`src/pmcg_pkg.sv`:
```
package pmcg_pkg;
  // ****************************************
  // Register offsets
  // ****************************************
  localparam logic [7:0] PMCG_CLOCK_SOURCE_FIELD_OFS = 8'h8F;
  localparam logic [7:0] PMCG_POWER_CONTROL_REGISTER_OFS = 8'h87;
  localparam logic [7:0] PMCG_DIVCTL_OFS = 8'hC4;
  localparam logic [7:0] PMCG_WAKE_UP_MASK_OFS = 8'h9F;
  // ****************************************
  // Field positions and reset values
  // ****************************************
  localparam int PMCG_POWER_CONTROL_REGISTER_IDLE_POS = 0;
  localparam int PMCG_POWER_CONTROL_REGISTER_STOP_POS = 1;
  localparam int PMCG_POWER_CONTROL_REGISTER_SLEEP_POS = 4;
  localparam int PMCG_DIV_SWB_POS = 5;
  localparam int PMCG_DIV_FLD_POS = 6;
  localparam int PMCG_CKS_SEL_POS = 0;
  localparam int PMCG_CKS_SETTLE_POS = 2;
  localparam logic [1:0] PMCG_DIV_ON = 2'h3;
  localparam logic [1:0] PMCG_DIV_FULL = 2'h1;
  localparam logic [7:0] PMCG_DIVCTL_RST = 8'h40;
  localparam logic [7:0] PMCG_CLOCK_SOURCE_FIELD_RST = 8'h0C;
  localparam logic [7:0] PMCG_WAKE_UP_MASK_RST = 8'hFF;
  // ****************************************
  // Timing counts
  // ****************************************
  localparam int PMCG_DIV_RATIO = 257;
  localparam int PMCG_SETTLE_BASE = 16;
  localparam logic [8:0] PMCG_DIV_LAST = 9'(PMCG_DIV_RATIO - 1);
  // ****************************************
  // Types
  // ****************************************
  typedef enum logic [2:0] {
    PMCG_RUN = 3'b000,
    PMCG_IDLE = 3'b001,
    PMCG_STOP = 3'b010,
    PMCG_SETTLE = 3'b011,
    PMCG_RESUME = 3'b100
  } pmcg_mode_t;
  typedef struct packed {
    logic [7:0] addr;
    logic [7:0] wdata;
    logic wr;
    logic rd;
  } pmcg_bus_t;
  typedef struct packed {
    logic cpu_clk_en;
    logic ext_clk_en;
    logic internal_oscillator_en;
    logic main_reg_en;
    logic sel_slow;
    logic wake_pulse;
  } pmcg_ctl_t;
endpackage

```
`src/pmcg_ctrl.sv`:
```
// Strobed register access was chosen for this implementation.
`timescale 1ns/1ps
module pmcg_ctrl
  import pmcg_pkg::*;
#(
  parameter int NUM_INT = 9
) (
  input wire logic clk_sys,
  input wire logic rst,
  input wire pmcg_bus_t bus,
  output logic [7:0] rdata,
  input wire logic [NUM_INT-1:0] int_enable,
  input wire logic [NUM_INT-1:0] int_blocked,
  input wire logic [NUM_INT-1:0] int_pin_n,
  input wire logic [NUM_INT-1:0] int_is_pin,
  input wire logic unclocked_wake,
  input wire logic uart_rx_pin,
  input wire logic uart_rx_enable,
  input wire logic uart_tx_load,
  input wire logic reset_pin_n,
  input wire logic wdt_reset,
  input wire logic slow_osc_tick,
  input wire logic src_stable,
  output pmcg_ctl_t ctl,
  output logic cpu_tick
);
  // ****************************************
  // Parameter check
  // ****************************************
  if (NUM_INT != 9) begin : g_bad_num
    $error("pmcg_ctrl supports exactly nine interrupt lines");
  end

  typedef struct packed {
    pmcg_mode_t mode;
    logic [7:0] divctl;
    logic [7:0] clock_source_field;
    logic [7:0] wake_up_mask;
    logic idle_bit;
    logic stop_bit;
    logic sleep_bit;
    logic [8:0] div_cnt;
    logic [7:0] settle_cnt;
    logic [2:0] rx_sync;
    logic [1:0] rst_sync;
    logic [NUM_INT-1:0] pin_s1;
    logic [NUM_INT-1:0] pin_s2;
    logic [7:0] rdata;
    pmcg_ctl_t ctl;
    logic cpu_tick;
    logic sel_slow;
  } pmcg_state_t;

  pmcg_state_t st_r;
  pmcg_state_t st_nxt;
  logic [NUM_INT-1:0] trig;
  logic [NUM_INT-1:0] mask_map;
  logic in_div;
  logic sb_event;
  logic wake_any;
  logic stop_wake;
  logic [8:0] settle_len;

  // ****************************************
  // Wake-source qualification
  // ****************************************
  // Interrupt 5 has no wake mask bit, so it never wakes from stop
  assign mask_map = {st_r.wake_up_mask[7:5], 1'b0, st_r.wake_up_mask[4:0]};
  genvar gi;
  generate
    for (gi = 0; gi < NUM_INT; gi++) begin : g_trig
      // Pins low-active, peripheral flags high-active
      assign trig[gi] = int_enable[gi] &
                        (int_is_pin[gi] ? ~st_r.pin_s2[gi] : st_r.pin_s2[gi]);
    end
  endgenerate
  assign in_div = (st_r.divctl[PMCG_DIV_FLD_POS +: 2] == PMCG_DIV_ON);
  // Interrupt 5 is not a switch-back source
  assign sb_event = st_r.divctl[PMCG_DIV_SWB_POS] & in_div &
                    ((|(trig & ~int_blocked & 9'h1DF)) |
                     (st_r.rx_sync[2] & ~st_r.rx_sync[1] & uart_rx_enable) |
                     uart_tx_load);
  assign wake_any = |(trig & ~int_blocked);
  assign stop_wake = (|(trig & mask_map)) | unclocked_wake;
  assign settle_len = 9'(PMCG_SETTLE_BASE) << st_r.clock_source_field[PMCG_CKS_SETTLE_POS +: 2];

  // ****************************************
  // Next-state logic
  // ****************************************
  always_comb begin
    st_nxt = st_r;
    st_nxt.pin_s1 = int_pin_n;
    st_nxt.pin_s2 = st_r.pin_s1;
    st_nxt.rx_sync = {st_r.rx_sync[1:0], uart_rx_pin};
    st_nxt.rst_sync = {st_r.rst_sync[0], reset_pin_n};
    st_nxt.rdata = 8'h00;
    st_nxt.ctl.wake_pulse = 1'b0;
    // Register reads, one cycle latency
    if (bus.rd) begin
      unique case (bus.addr)
        PMCG_POWER_CONTROL_REGISTER_OFS: st_nxt.rdata = 8'({st_r.sleep_bit, 2'b00, st_r.stop_bit,
                                          st_r.idle_bit});
        PMCG_DIVCTL_OFS: st_nxt.rdata = {st_r.divctl[7:5], 5'h00};
        PMCG_CLOCK_SOURCE_FIELD_OFS: st_nxt.rdata = {6'h00, st_r.clock_source_field[1:0]};
        PMCG_WAKE_UP_MASK_OFS: st_nxt.rdata = st_r.wake_up_mask;
        default: st_nxt.rdata = 8'h00;
      endcase
    end
    // Register writes
    if (bus.wr) begin
      unique case (bus.addr)
        PMCG_POWER_CONTROL_REGISTER_OFS: begin
          st_nxt.idle_bit = bus.wdata[PMCG_POWER_CONTROL_REGISTER_IDLE_POS];
          st_nxt.stop_bit = bus.wdata[PMCG_POWER_CONTROL_REGISTER_STOP_POS];
          st_nxt.sleep_bit = bus.wdata[PMCG_POWER_CONTROL_REGISTER_SLEEP_POS];
        end
        PMCG_DIVCTL_OFS: st_nxt.divctl = {bus.wdata[7:5], 5'h00};
        PMCG_CLOCK_SOURCE_FIELD_OFS: st_nxt.clock_source_field = {4'h0, bus.wdata[3:0]};
        PMCG_WAKE_UP_MASK_OFS: st_nxt.wake_up_mask = bus.wdata;
        default: st_nxt = st_nxt;
      endcase
    end
    // Switch-back only ever leaves divided mode
    if (sb_event) begin
      st_nxt.divctl[PMCG_DIV_FLD_POS +: 2] = PMCG_DIV_FULL;
    end
    // Pin reset is sampled through two stages; watchdog reset is on-clock
    if (wdt_reset | ~st_r.rst_sync[1]) begin
      st_nxt.divctl = PMCG_DIVCTL_RST;
    end
    // Clock source follows the field only when the new source is stable; stop wake forces the internal oscillator
    if (src_stable) begin
      st_nxt.sel_slow = st_r.clock_source_field[PMCG_CKS_SEL_POS + 1];
    end
    // Divided CPU tick; external clock stays ungated
    st_nxt.div_cnt = (in_div && st_r.div_cnt != PMCG_DIV_LAST) ? st_r.div_cnt + 9'h001 : 9'h000;
    st_nxt.cpu_tick = (st_r.mode == PMCG_RUN) && (!in_div || st_r.div_cnt == PMCG_DIV_LAST);
    unique case (st_r.mode)
      PMCG_RUN: begin
        if (st_r.stop_bit) begin
          st_nxt.mode = PMCG_STOP;
        end else if (st_r.idle_bit) begin
          st_nxt.mode = PMCG_IDLE;
        end
      end
      PMCG_IDLE: begin
        if (wake_any || !st_r.rst_sync[1]) begin
          st_nxt.idle_bit = 1'b0;
          st_nxt.ctl.wake_pulse = wake_any;
          st_nxt.mode = PMCG_RUN;
        end
      end
      PMCG_STOP: begin
        if (stop_wake || !st_r.rst_sync[1]) begin
          st_nxt.stop_bit = 1'b0;
          st_nxt.sel_slow = 1'b0;
          st_nxt.clock_source_field[1:0] = 2'h0;
          st_nxt.settle_cnt = 8'h00;
          st_nxt.mode = st_r.sleep_bit ? PMCG_SETTLE : PMCG_RESUME;
        end
      end
      PMCG_SETTLE: begin
        if (slow_osc_tick) begin
          st_nxt.settle_cnt = st_r.settle_cnt + 8'h01;
        end
        if ({1'b0, st_r.settle_cnt} >= settle_len - 9'h001) begin
          st_nxt.sleep_bit = 1'b0;
          st_nxt.mode = PMCG_RESUME;
        end
      end
      PMCG_RESUME: begin
        st_nxt.ctl.wake_pulse = 1'b1;
        st_nxt.mode = PMCG_RUN;
      end
      default: st_nxt.mode = PMCG_RUN;
    endcase
    // Output decode from next mode, registered
    st_nxt.ctl.cpu_clk_en = (st_nxt.mode == PMCG_RUN) || (st_nxt.mode == PMCG_RESUME);
    st_nxt.ctl.ext_clk_en = (st_nxt.mode == PMCG_RUN) || (st_nxt.mode == PMCG_IDLE) ||
                            (st_nxt.mode == PMCG_RESUME);
    st_nxt.ctl.internal_oscillator_en = (st_nxt.mode != PMCG_STOP);
    st_nxt.ctl.main_reg_en = !(st_nxt.mode == PMCG_STOP && st_r.sleep_bit);
    st_nxt.ctl.sel_slow = st_nxt.sel_slow;
  end

  // ****************************************
  // State register
  // ****************************************
  always_ff @(posedge clk_sys or posedge rst) begin
    if (rst) begin
      st_r <= '{mode: PMCG_RUN, divctl: PMCG_DIVCTL_RST, clock_source_field: PMCG_CLOCK_SOURCE_FIELD_RST,
                wake_up_mask: PMCG_WAKE_UP_MASK_RST, rst_sync: 2'b11, pin_s1: '1, pin_s2: '1,
                ctl: '{cpu_clk_en: 1'b1, ext_clk_en: 1'b1, internal_oscillator_en: 1'b1,
                       main_reg_en: 1'b1, sel_slow: 1'b0, wake_pulse: 1'b0},
                default: '0};
    end else begin
      st_r <= st_nxt;
    end
  end

  assign rdata = st_r.rdata;
  assign ctl = st_r.ctl;
  assign cpu_tick = st_r.cpu_tick;
endmodule // pmcg_ctrl

```
`config.mk`:
```
export PLATFORM = sky130hd
export DESIGN_NAME = pmcg_ctrl
export DESIGN_NICKNAME = d
export VERILOG_FILES = /design/src/pmcg_pkg.sv /design/src/pmcg_ctrl.sv
export SDC_FILE = /design/constraint.sdc
export NUM_CORES = 1
export LEC_CHECK = 0
export ABC_AREA = 1
export BUFFER_PORTS_ARGS = -buffer_cell sky130_fd_sc_hd__buf_2
export CORE_MARGIN = 4
export CORE_UTILIZATION = 54
export CTS_CLUSTER_DIAMETER = 120
export CTS_CLUSTER_SIZE = 8
export DETAILED_ROUTE_END_ITERATION = 16
export PLACE_DENSITY_LB_ADDON = 0.1
export RECOVER_POWER = 100
export SLEW_MARGIN = 10
export SYNTH_ARGS = -nofsm -noshare
export SYNTH_HDL_FRONTEND = slang
export SYNTH_SLANG_ARGS = --single-unit
```
`constraint.sdc`:
```
create_clock -name clk_sys -period 2.6 [get_ports clk_sys]
set_input_delay 0.52 -clock clk_sys [delete_from_list [all_inputs] [get_ports clk_sys]]
set_output_delay 0.52 -clock clk_sys [all_outputs]
set_load 0.02 [all_outputs]
```
### Word-level counts from Yosys, hierarchy flattened

Cells that the tools add are included.

* memory bits (read-only): 0
* logic and storage cells: 141
* flip-flop bits (word level): 81
* input port bits: 64
* memories: 0
* bits in latches: 0
* bits in writable memories: 0
* output and inout port bits: 15

* bitwise logic cells: 31
* divide/modulo/power cells: 0
* magnitude comparators: 1
* multiplexer cells: 42
* reductions and logical operators: 25
* eq/ne operators: 15
* shifts and indexed selects: 1
* $mul: 0
* $add $sub $neg: 3

Operators by type and width (number)
* $mux W83: 1
* $mux W8: 6
* $eq A8 B8 Y1 const B: 4
* $pmux W8 S4: 1
* $mux W3: 7
* $mux W1: 19
* $and A9 B9 Y9: 2
* $reduce_or A9 Y1: 2
* $pmux W8 S2: 1
* $and A1 B1 Y1: 13
* $pmux W3 S4: 1
* $not A1 Y1: 11
* $add A9 B1 Y9 const B: 1
* $eq A3 B2 Y1 const B: 3
* $eq A9 B9 Y1 const B: 1
* $ge A8 B9 Y1: 1
* $mux W9: 1
* $ne A9 B9 Y1 const B: 1
* $not A9 Y9: 1
* $shl A5 B2 Y9 const A: 1
* $sub A9 B1 Y9 const B: 1
* $add A8 B1 Y8 const B: 1
* $reduce_and A2 Y1: 4
* $reduce_or A8 Y1: 1
* 14 further kinds: 33

### Depth between registers and ports, before layout

Gate-level depths: netlist of the first run.

* word-level depth: 12
* depth in mapped cells: 13
* gate-level depth less buffers: 13

### Worst setup path before layout of the first run

No wires, ideal clock.

* path kind: flip-flop to flip-flop
* start point: register st_r[69] (netlist name)
* end point: register st_r (netlist bit ctl[2])
* library setup time: 86 ps
* buffers on the path: 0
* path slack: 757 ps
* arrival time: 1758 ps
* data required time: 2514 ps
* cell stages (with the launch flop): 11
* period minus slack after synthesis: 1843 ps
* path through: dfstp_2 nand2_1 ha_1 ha_1 a21o_1 o21ai_0 nand2_1 inv_1 nand4_1 nand3_2 nand3_1

RTL lines
* from (decl): line pmcg_ctrl.sv:54 `pmcg_state_t st_r;`
* from (signal assigned): line pmcg_ctrl.sv:191 `st_r <= '{mode: PMCG_RUN, divctl: PMCG_DIVCTL_RST, clock_source_field: PMCG_CLOCK_SOURCE_FIELD_RST,`
* from (signal assigned): line pmcg_ctrl.sv:197 `st_r <= st_nxt;`

==> out/metrics.cfg, run 1 <==
[yosys]
synth_seq_area_share_pct=52.4
synth_ff_type=dfrtp_1
synth.distinct_cells=38
syn_inst=422
syn_nets=493
async_flop_share_pct=100
avgSynthCellArea_um2=8.81
synth_area_leaders=dfrtp_1 (28%), dfstp_2 (25%), nand2_1 (8.2%), inv_1 (7.1%), nor2_1 (3.9%)
synth.top_cell.area_share_pct=27.6
ys_warn_count=0
synth_commonest_cells=nand2_1 (81), inv_1 (70), dfrtp_1 (41)
synth-edff-count=0
synth_top_area_cell=dfrtp_1
netlist_area_um2=3720
synth_most_common_cell=nand2_1
ys_seq_elements=76

[clock_network]
cts-root-buf=clkbuf_8
post_cts_buffers=0
h-tree-depth=3
cts_hold_buf=0
ctsResizeCount=0
path_clk_slew_ns=0.08
cts.path.max_buffers=2
worstSkewPairLatency_ns=0.34
cts_tree=yes
cts.sinks=76
cts_buffers=9

[place]
numPortBuffers=78
placedCellCount=563
dp_hpwl_um=6110
finalWeightedCongestion=0.832

[final_layout]
nets=568
syn2layout_area_growth_pct=13.7
fin_cells=579
drive_above_1_share_pct=24.1
antennaDiodeCount=0
num-fill-cells=589

[drt]
drt_wl_total_um=7800
drt-met1-wl_um=3650
topRoutingLayerUsed=met4
wl_met2_um=3640
avgRoutedWirePerCell_um=13.5
dr.pass1.iters=4
drtIter0Drc=159
ant_nets=0
vias=2956
viasPerCell=5.11
wl_met3_um=403
drc=0

[power]
finalPower_uw=2690
ir_drop_mv=0.339
leakage_uw=0.00216
power_density_nw_per_um2=635

[min_path]
hold_path.class=input port to flip-flop
min_from=int_pin_n[7]
worstHoldPathCells=1
min_to=st_r[32]

[floorplan]
initial_core_util_pct=56.9
ios=79
design.die.area_um2=8270
std_cell_rows=29
die_width_um=91.0
die_h_um=91.0
coreArea_um2=6530

[critical_path]
r2r_start=st_r[70]
worstReg2RegEnd=ctl[3]
endpoint_kind=flip-flop
crit_type=flip-flop to flip-flop
startpoint=st_r[70]
cp_data_arrival_time_ns=2.31
reg2reg_slack_ns=0.56
ff2ff_path_depth=11
worstPathMaxFanout=5
required_ns=2.87
crit_path_start_kind=flip-flop

[sta]
rsz0062_at_grt=no
clock.fmax_ghz=0.490
finalMaxSlewViolations=0
worst_pin_slew_ns=1.23
tns_ns=0
period_share_pct=78.6
hold_viol=0
max-slew-margin-rel_pct=18.0
setup_viol_count_final=0
period_minus_slack_ns=2.04
fin_skew_ns=0.0108

[global_route]
grt_pass1_wl_um=13000
grt_pass1_vias=2839
antenna_found_initial=0
grt-ovfl-total=0
track_usage_pct=19.7
grt_max_degree=45

[job]
maxCapViolCount=0

[status]
status=finished clean

## flip-flops by register name, summed over array words and instances, names as in the netlist
| signal | flops |
|---|---|
| st_r | 54 |
| rdata | 8 |
| cpu_tick | 1 |
| ctl | 5 |
| mask_map | 8 |
## worst max path at each step
stage | to | slack, ns
floorplan | cpu_tick | 0.20
global placement | ctl[2] | 0.67
detailed placement | ctl[3] | 0.62
CTS | ctl[3] | 0.61
global route | ctl[3] | 0.35
finish | ctl[3] | 0.56
## logic make-up after synthesis
group / count (synthesis) / share of synthesized area, %
adders and majority gates: 7 / 2.36
DFF: 76 / 52.4
muxes: 2 / 0.572
and+or+nand+nor: 195 / 25.6
xor gates and xnor gates: 7 / 1.65
AOI/OAI and AO/OA: 46 / 6.84
buffers and inverters: 89 / 10.6
## metrics by stage
stage | util, % | area [um2] | hold WS (ns) | worst slack [ns]
final | 64.7 | 4230 | 0.267 | 0.558
after detailed placement | 62.9 | 4110 | 0.342 | 0.615
after global placement | 62.9 | 4110 | 0.333 | 0.670
after global routing | 64.7 | 4230 | 0.250 | 0.346
after CTS | 66.0 | 4310 | 0.254 | 0.608
after floorplan | - | 3720 | 0.331 | 0.200
## per-layer routing
layer | vias up | track usage (%)
li1 | 1503 | -
met1 | 1366 | 27.0
met2 | 76 | 31.1
met3 | 11 | 3.47
met4 | 0 | 8.04
met5 | - | 0
## layout by cell type, fill, tap and decap left out, drive strengths merged, types with 2 or more instances in the layout
cell type  netlist  layout
nand2           84      84
clkinvlp         0       2
nor3            12      12
and3             2       2
o22ai            4       4
ha               7       7
xor2             5       5
inv             74      74
dfstp           35      35
clkinv           0       3
buf             15      62
o21ai           25      25
a21oi           10      10
xnor2            2       2
nor2            43      43
nand4           21      21
nor4             3       3
dfrtp           41      41
nand3           24      24
nand3b           4       4
clkbuf           0      27
## power breakdown
group          total, uW  internal [uW]  switching, uW
Sequential          1370           1300           61.8
Clock                903            467            436
Combinational        416            142            274
## critical path: stages, from the launching register on
cell and delay [ns]:
dfstp_1 0.54, inv_1 0.08, nand2_1 0.07, ha_1 0.23
ha_1 0.18, a21o_1 0.17, o21ai_0 0.14, nand2_1 0.07
inv_1 0.07, nand4_1 0.12, nand3_1 0.21, nand2_1 0.10
## final cells by class
| type | instances | area [um2] | share of cell area, % |
|---|---|---|---|
| Inverter | 74 | 278 | 6.57 |
| Timing Repair Buffer | 79 | 389 | 9.21 |
| Tap cell | 77 | 96.3 | 2.28 |
| Clock inverter | 6 | 63.8 | 1.51 |
| Sequential cell | 76 | 1950 | 46.0 |
| Clock buffer | 10 | 138 | 3.26 |
| Multi-Input combinational cell | 257 | 1320 | 31.1 |
No activity file was read; power rests on OpenSTA's default activity.
==> inputs of run 2 (changes only) <==
--- a/config.mk
+++ b/config.mk
@@ -5,7 +5,7 @@
 export SDC_FILE = /design/constraint.sdc
 export NUM_CORES = 1
 export LEC_CHECK = 0
-export ABC_AREA = 1
+export ABC_AREA = 0
 export BUFFER_PORTS_ARGS = -buffer_cell sky130_fd_sc_hd__buf_2
 export CORE_MARGIN = 4
 export CORE_UTILIZATION = 54
==> constraint.sdc (replaced) <==
create_clock -name clk_sys -period 1.9 [get_ports clk_sys]
set_input_delay 0.38 -clock clk_sys [delete_from_list [all_inputs] [get_ports clk_sys]]
set_output_delay 0.38 -clock clk_sys [all_outputs]
set_load 0.02 [all_outputs]
==> out/metrics.cfg, run 2 <==
[sta]
period_minus_slack_ns=2.47
fin_skew_ns=0.0154
finalMaxSlewViolations=77
rsz0062_at_grt=yes
final.setup.worst_slack_ns=-0.571
setup_viol_count_final=8
clock.fmax_ghz=0.405
hold_viol=0
period_share_pct=130
max-slew-margin-rel_pct=-19.6
worst_pin_slew_ns=1.79

[final_layout]
antennaDiodeCount=0
syn2layout_area_growth_pct=24.0
drive_above_1_share_pct=43.5
regMostFlops=st_r
largest_reg_flops=54
finalInstanceArea_um2=4300
nets=468
final_cell_mix=buf_2 (62), dfrtp_1 (41), dfstp_2 (34)
final_common_cell=buf_2

[drt]
vias=2518
ant_nets=0
viasPerCell=5.28
wl_met3_um=438
drt-met1-wl_um=3320
drt_wl_total_um=7470
dr.pass1.iters=4
drtIter0Drc=81
avgRoutedWirePerCell_um=15.7
drc=0
wl_met2_um=3530
topRoutingLayerUsed=met4

[critical_path]
reg2reg_slack_ns=-0.57
crit_path_end=ctl[2]
startpoint=st_r[69]
worstPathMaxFanout=3
crit_path_start_kind=flip-flop
r2r_start=st_r[69]
endpoint_kind=flip-flop
worstReg2RegEnd=ctl[2]
crit_type=flip-flop to flip-flop
ff2ff_path_depth=9
required_ns=2.16
cp_data_arrival_time_ns=2.73

[yosys]
ys_warn_count=0
synth_most_common_cell=dfrtp_1
synth_ff_type=dfrtp_1
synth-edff-count=0
avgSynthCellArea_um2=11.6
synth_area_leaders=dfrtp_1 (30%), dfstp_2 (27%), xor2_1 (4.3%), mux2_2 (4.2%), nor2_1 (3.4%)
synth_commonest_cells=dfrtp_1 (41), dfstp_2 (35), nor2_1 (31)
synth_seq_area_share_pct=56.1
ys_seq_elements=76
synth_top_area_cell=dfrtp_1
synth.distinct_cells=47
async_flop_share_pct=100
syn_nets=370
synth.top_cell.area_share_pct=29.6
netlist_area_um2=3470
syn_inst=299

[clock_network]
cts.path.max_buffers=2
cts.sinks=76
cts_tree=yes
path_clk_slew_ns=0.09
cts-root-buf=clkbuf_8
cts_buffers=9
h-tree-depth=3
worstSkewPairLatency_ns=0.35

[floorplan]
ios=79
die_h_um=88.1
coreArea_um2=6060
std_cell_rows=28
die_width_um=88.1
design.die.area_um2=7770
initial_core_util_pct=57.2

[global_route]
grt_pass1_wl_um=12300
antenna_found_initial=0
grt_max_degree=77
track_usage_pct=21.0
grt-ovfl-total=0
grt_pass1_vias=2601

[power]
leakage_uw=0.00196
ir_drop_mv=0.572
finalPower_uw=3500
power_density_nw_per_um2=815

[status]
violations=capacitance limit, slew limit, setup timing
status=complete, but fails checks

[place]
finalWeightedCongestion=0.784
numPortBuffers=78
dp_hpwl_um=5640
post_dp_cell_area_um2=4090

[job]
maxCapViolCount=1

[min_path]
hold_path.class=input port to flip-flop

==> run 2: repair_timing <==
item                       in CTS  in global routing
hold buffers                    0                  0
buffers inserted                1                  0
gates resized for setup         5                 10
pin swaps                       4                  6
setup endpoints to repair      11                 20
==> run 2: worst min path at each step <==
stage          depth (start not counted)    startpoint       end  slack [ns]
3_3_place_gp                           0      st_r[36]  st_r[37]        0.34
6_report                               1  int_pin_n[3]  st_r[28]        0.11
2_1_floorplan                          0      st_r[36]  st_r[37]        0.33
3_5_place_dp                           0      st_r[36]  st_r[37]        0.34
5_1_grt                                1  int_pin_n[1]  st_r[26]         0.1
4_1_cts                                1  int_pin_n[4]  st_r[29]        0.11
==> run 2: cell families after synthesis <==
logic type                 synth area share (%)
adders and majority gates                  2.53
buffers and inverters                      5.05
DFF                                        56.1
muxes                                      5.95
and+or+nand+nor                            18.5
AOI/OAI and AO/OA                          6.60
xor gates and xnor gates                   5.30
==> run 2: metrics by stage <==
stage | cells | hold WS, ns | worst slack [ns] | setup TNS (ns) | util, %
4_1_cts | 477 | 0.107 | -0.564 | -2.39 | 71.3
3_3_place_gp | 460 | 0.342 | -0.532 | -2.22 | 67.4
2_1_floorplan | 299 | 0.331 | -0.475 | -1.04 | -
6_report | 477 | 0.112 | -0.571 | -2.33 | 71.0
3_5_place_dp | 460 | 0.344 | -0.586 | -2.86 | 67.4
5_1_grt | 477 | 0.0979 | -0.654 | -12.24 | 71.0
==> run 2: report_power, final <==
group          internal, uW  leakage [uW]  total, uW  switching (uW)
logic                   224      0.000934        482             258
registers              1740      0.000926       1790            50.1
clock network           599     0.0000980       1230             631
total                  2570       0.00196       3500             938
==> run 2: layout make-up <==
type	count	area (um2)
tap	75	93.8
timing repair buffer	106	563
clock inverter	5	38.8
inverter	13	52.6
clock buffer	11	163
multi-input combinational	191	1450
sequential	76	1950
fill	464	1760
==> run 2: metal layers <==
metal	vias to the layer above	track usage, %
met5	-	0
met4	0	10.0
met3	17	3.95
met2	77	33.2
met1	1203	28.1
li1	1221	-
==> run 2: worst max-delay path, stage by stage, from the launching register on <==
cell and delay, ns:
dfstp_2 0.57, or2_4 0.14, ha_4 0.20, ha_4 0.26
nand4_1 0.10, o21ai_2 0.17, a311o_2 0.21, o41ai_1 0.07
a31o_2 0.22, or4b_1 0.45
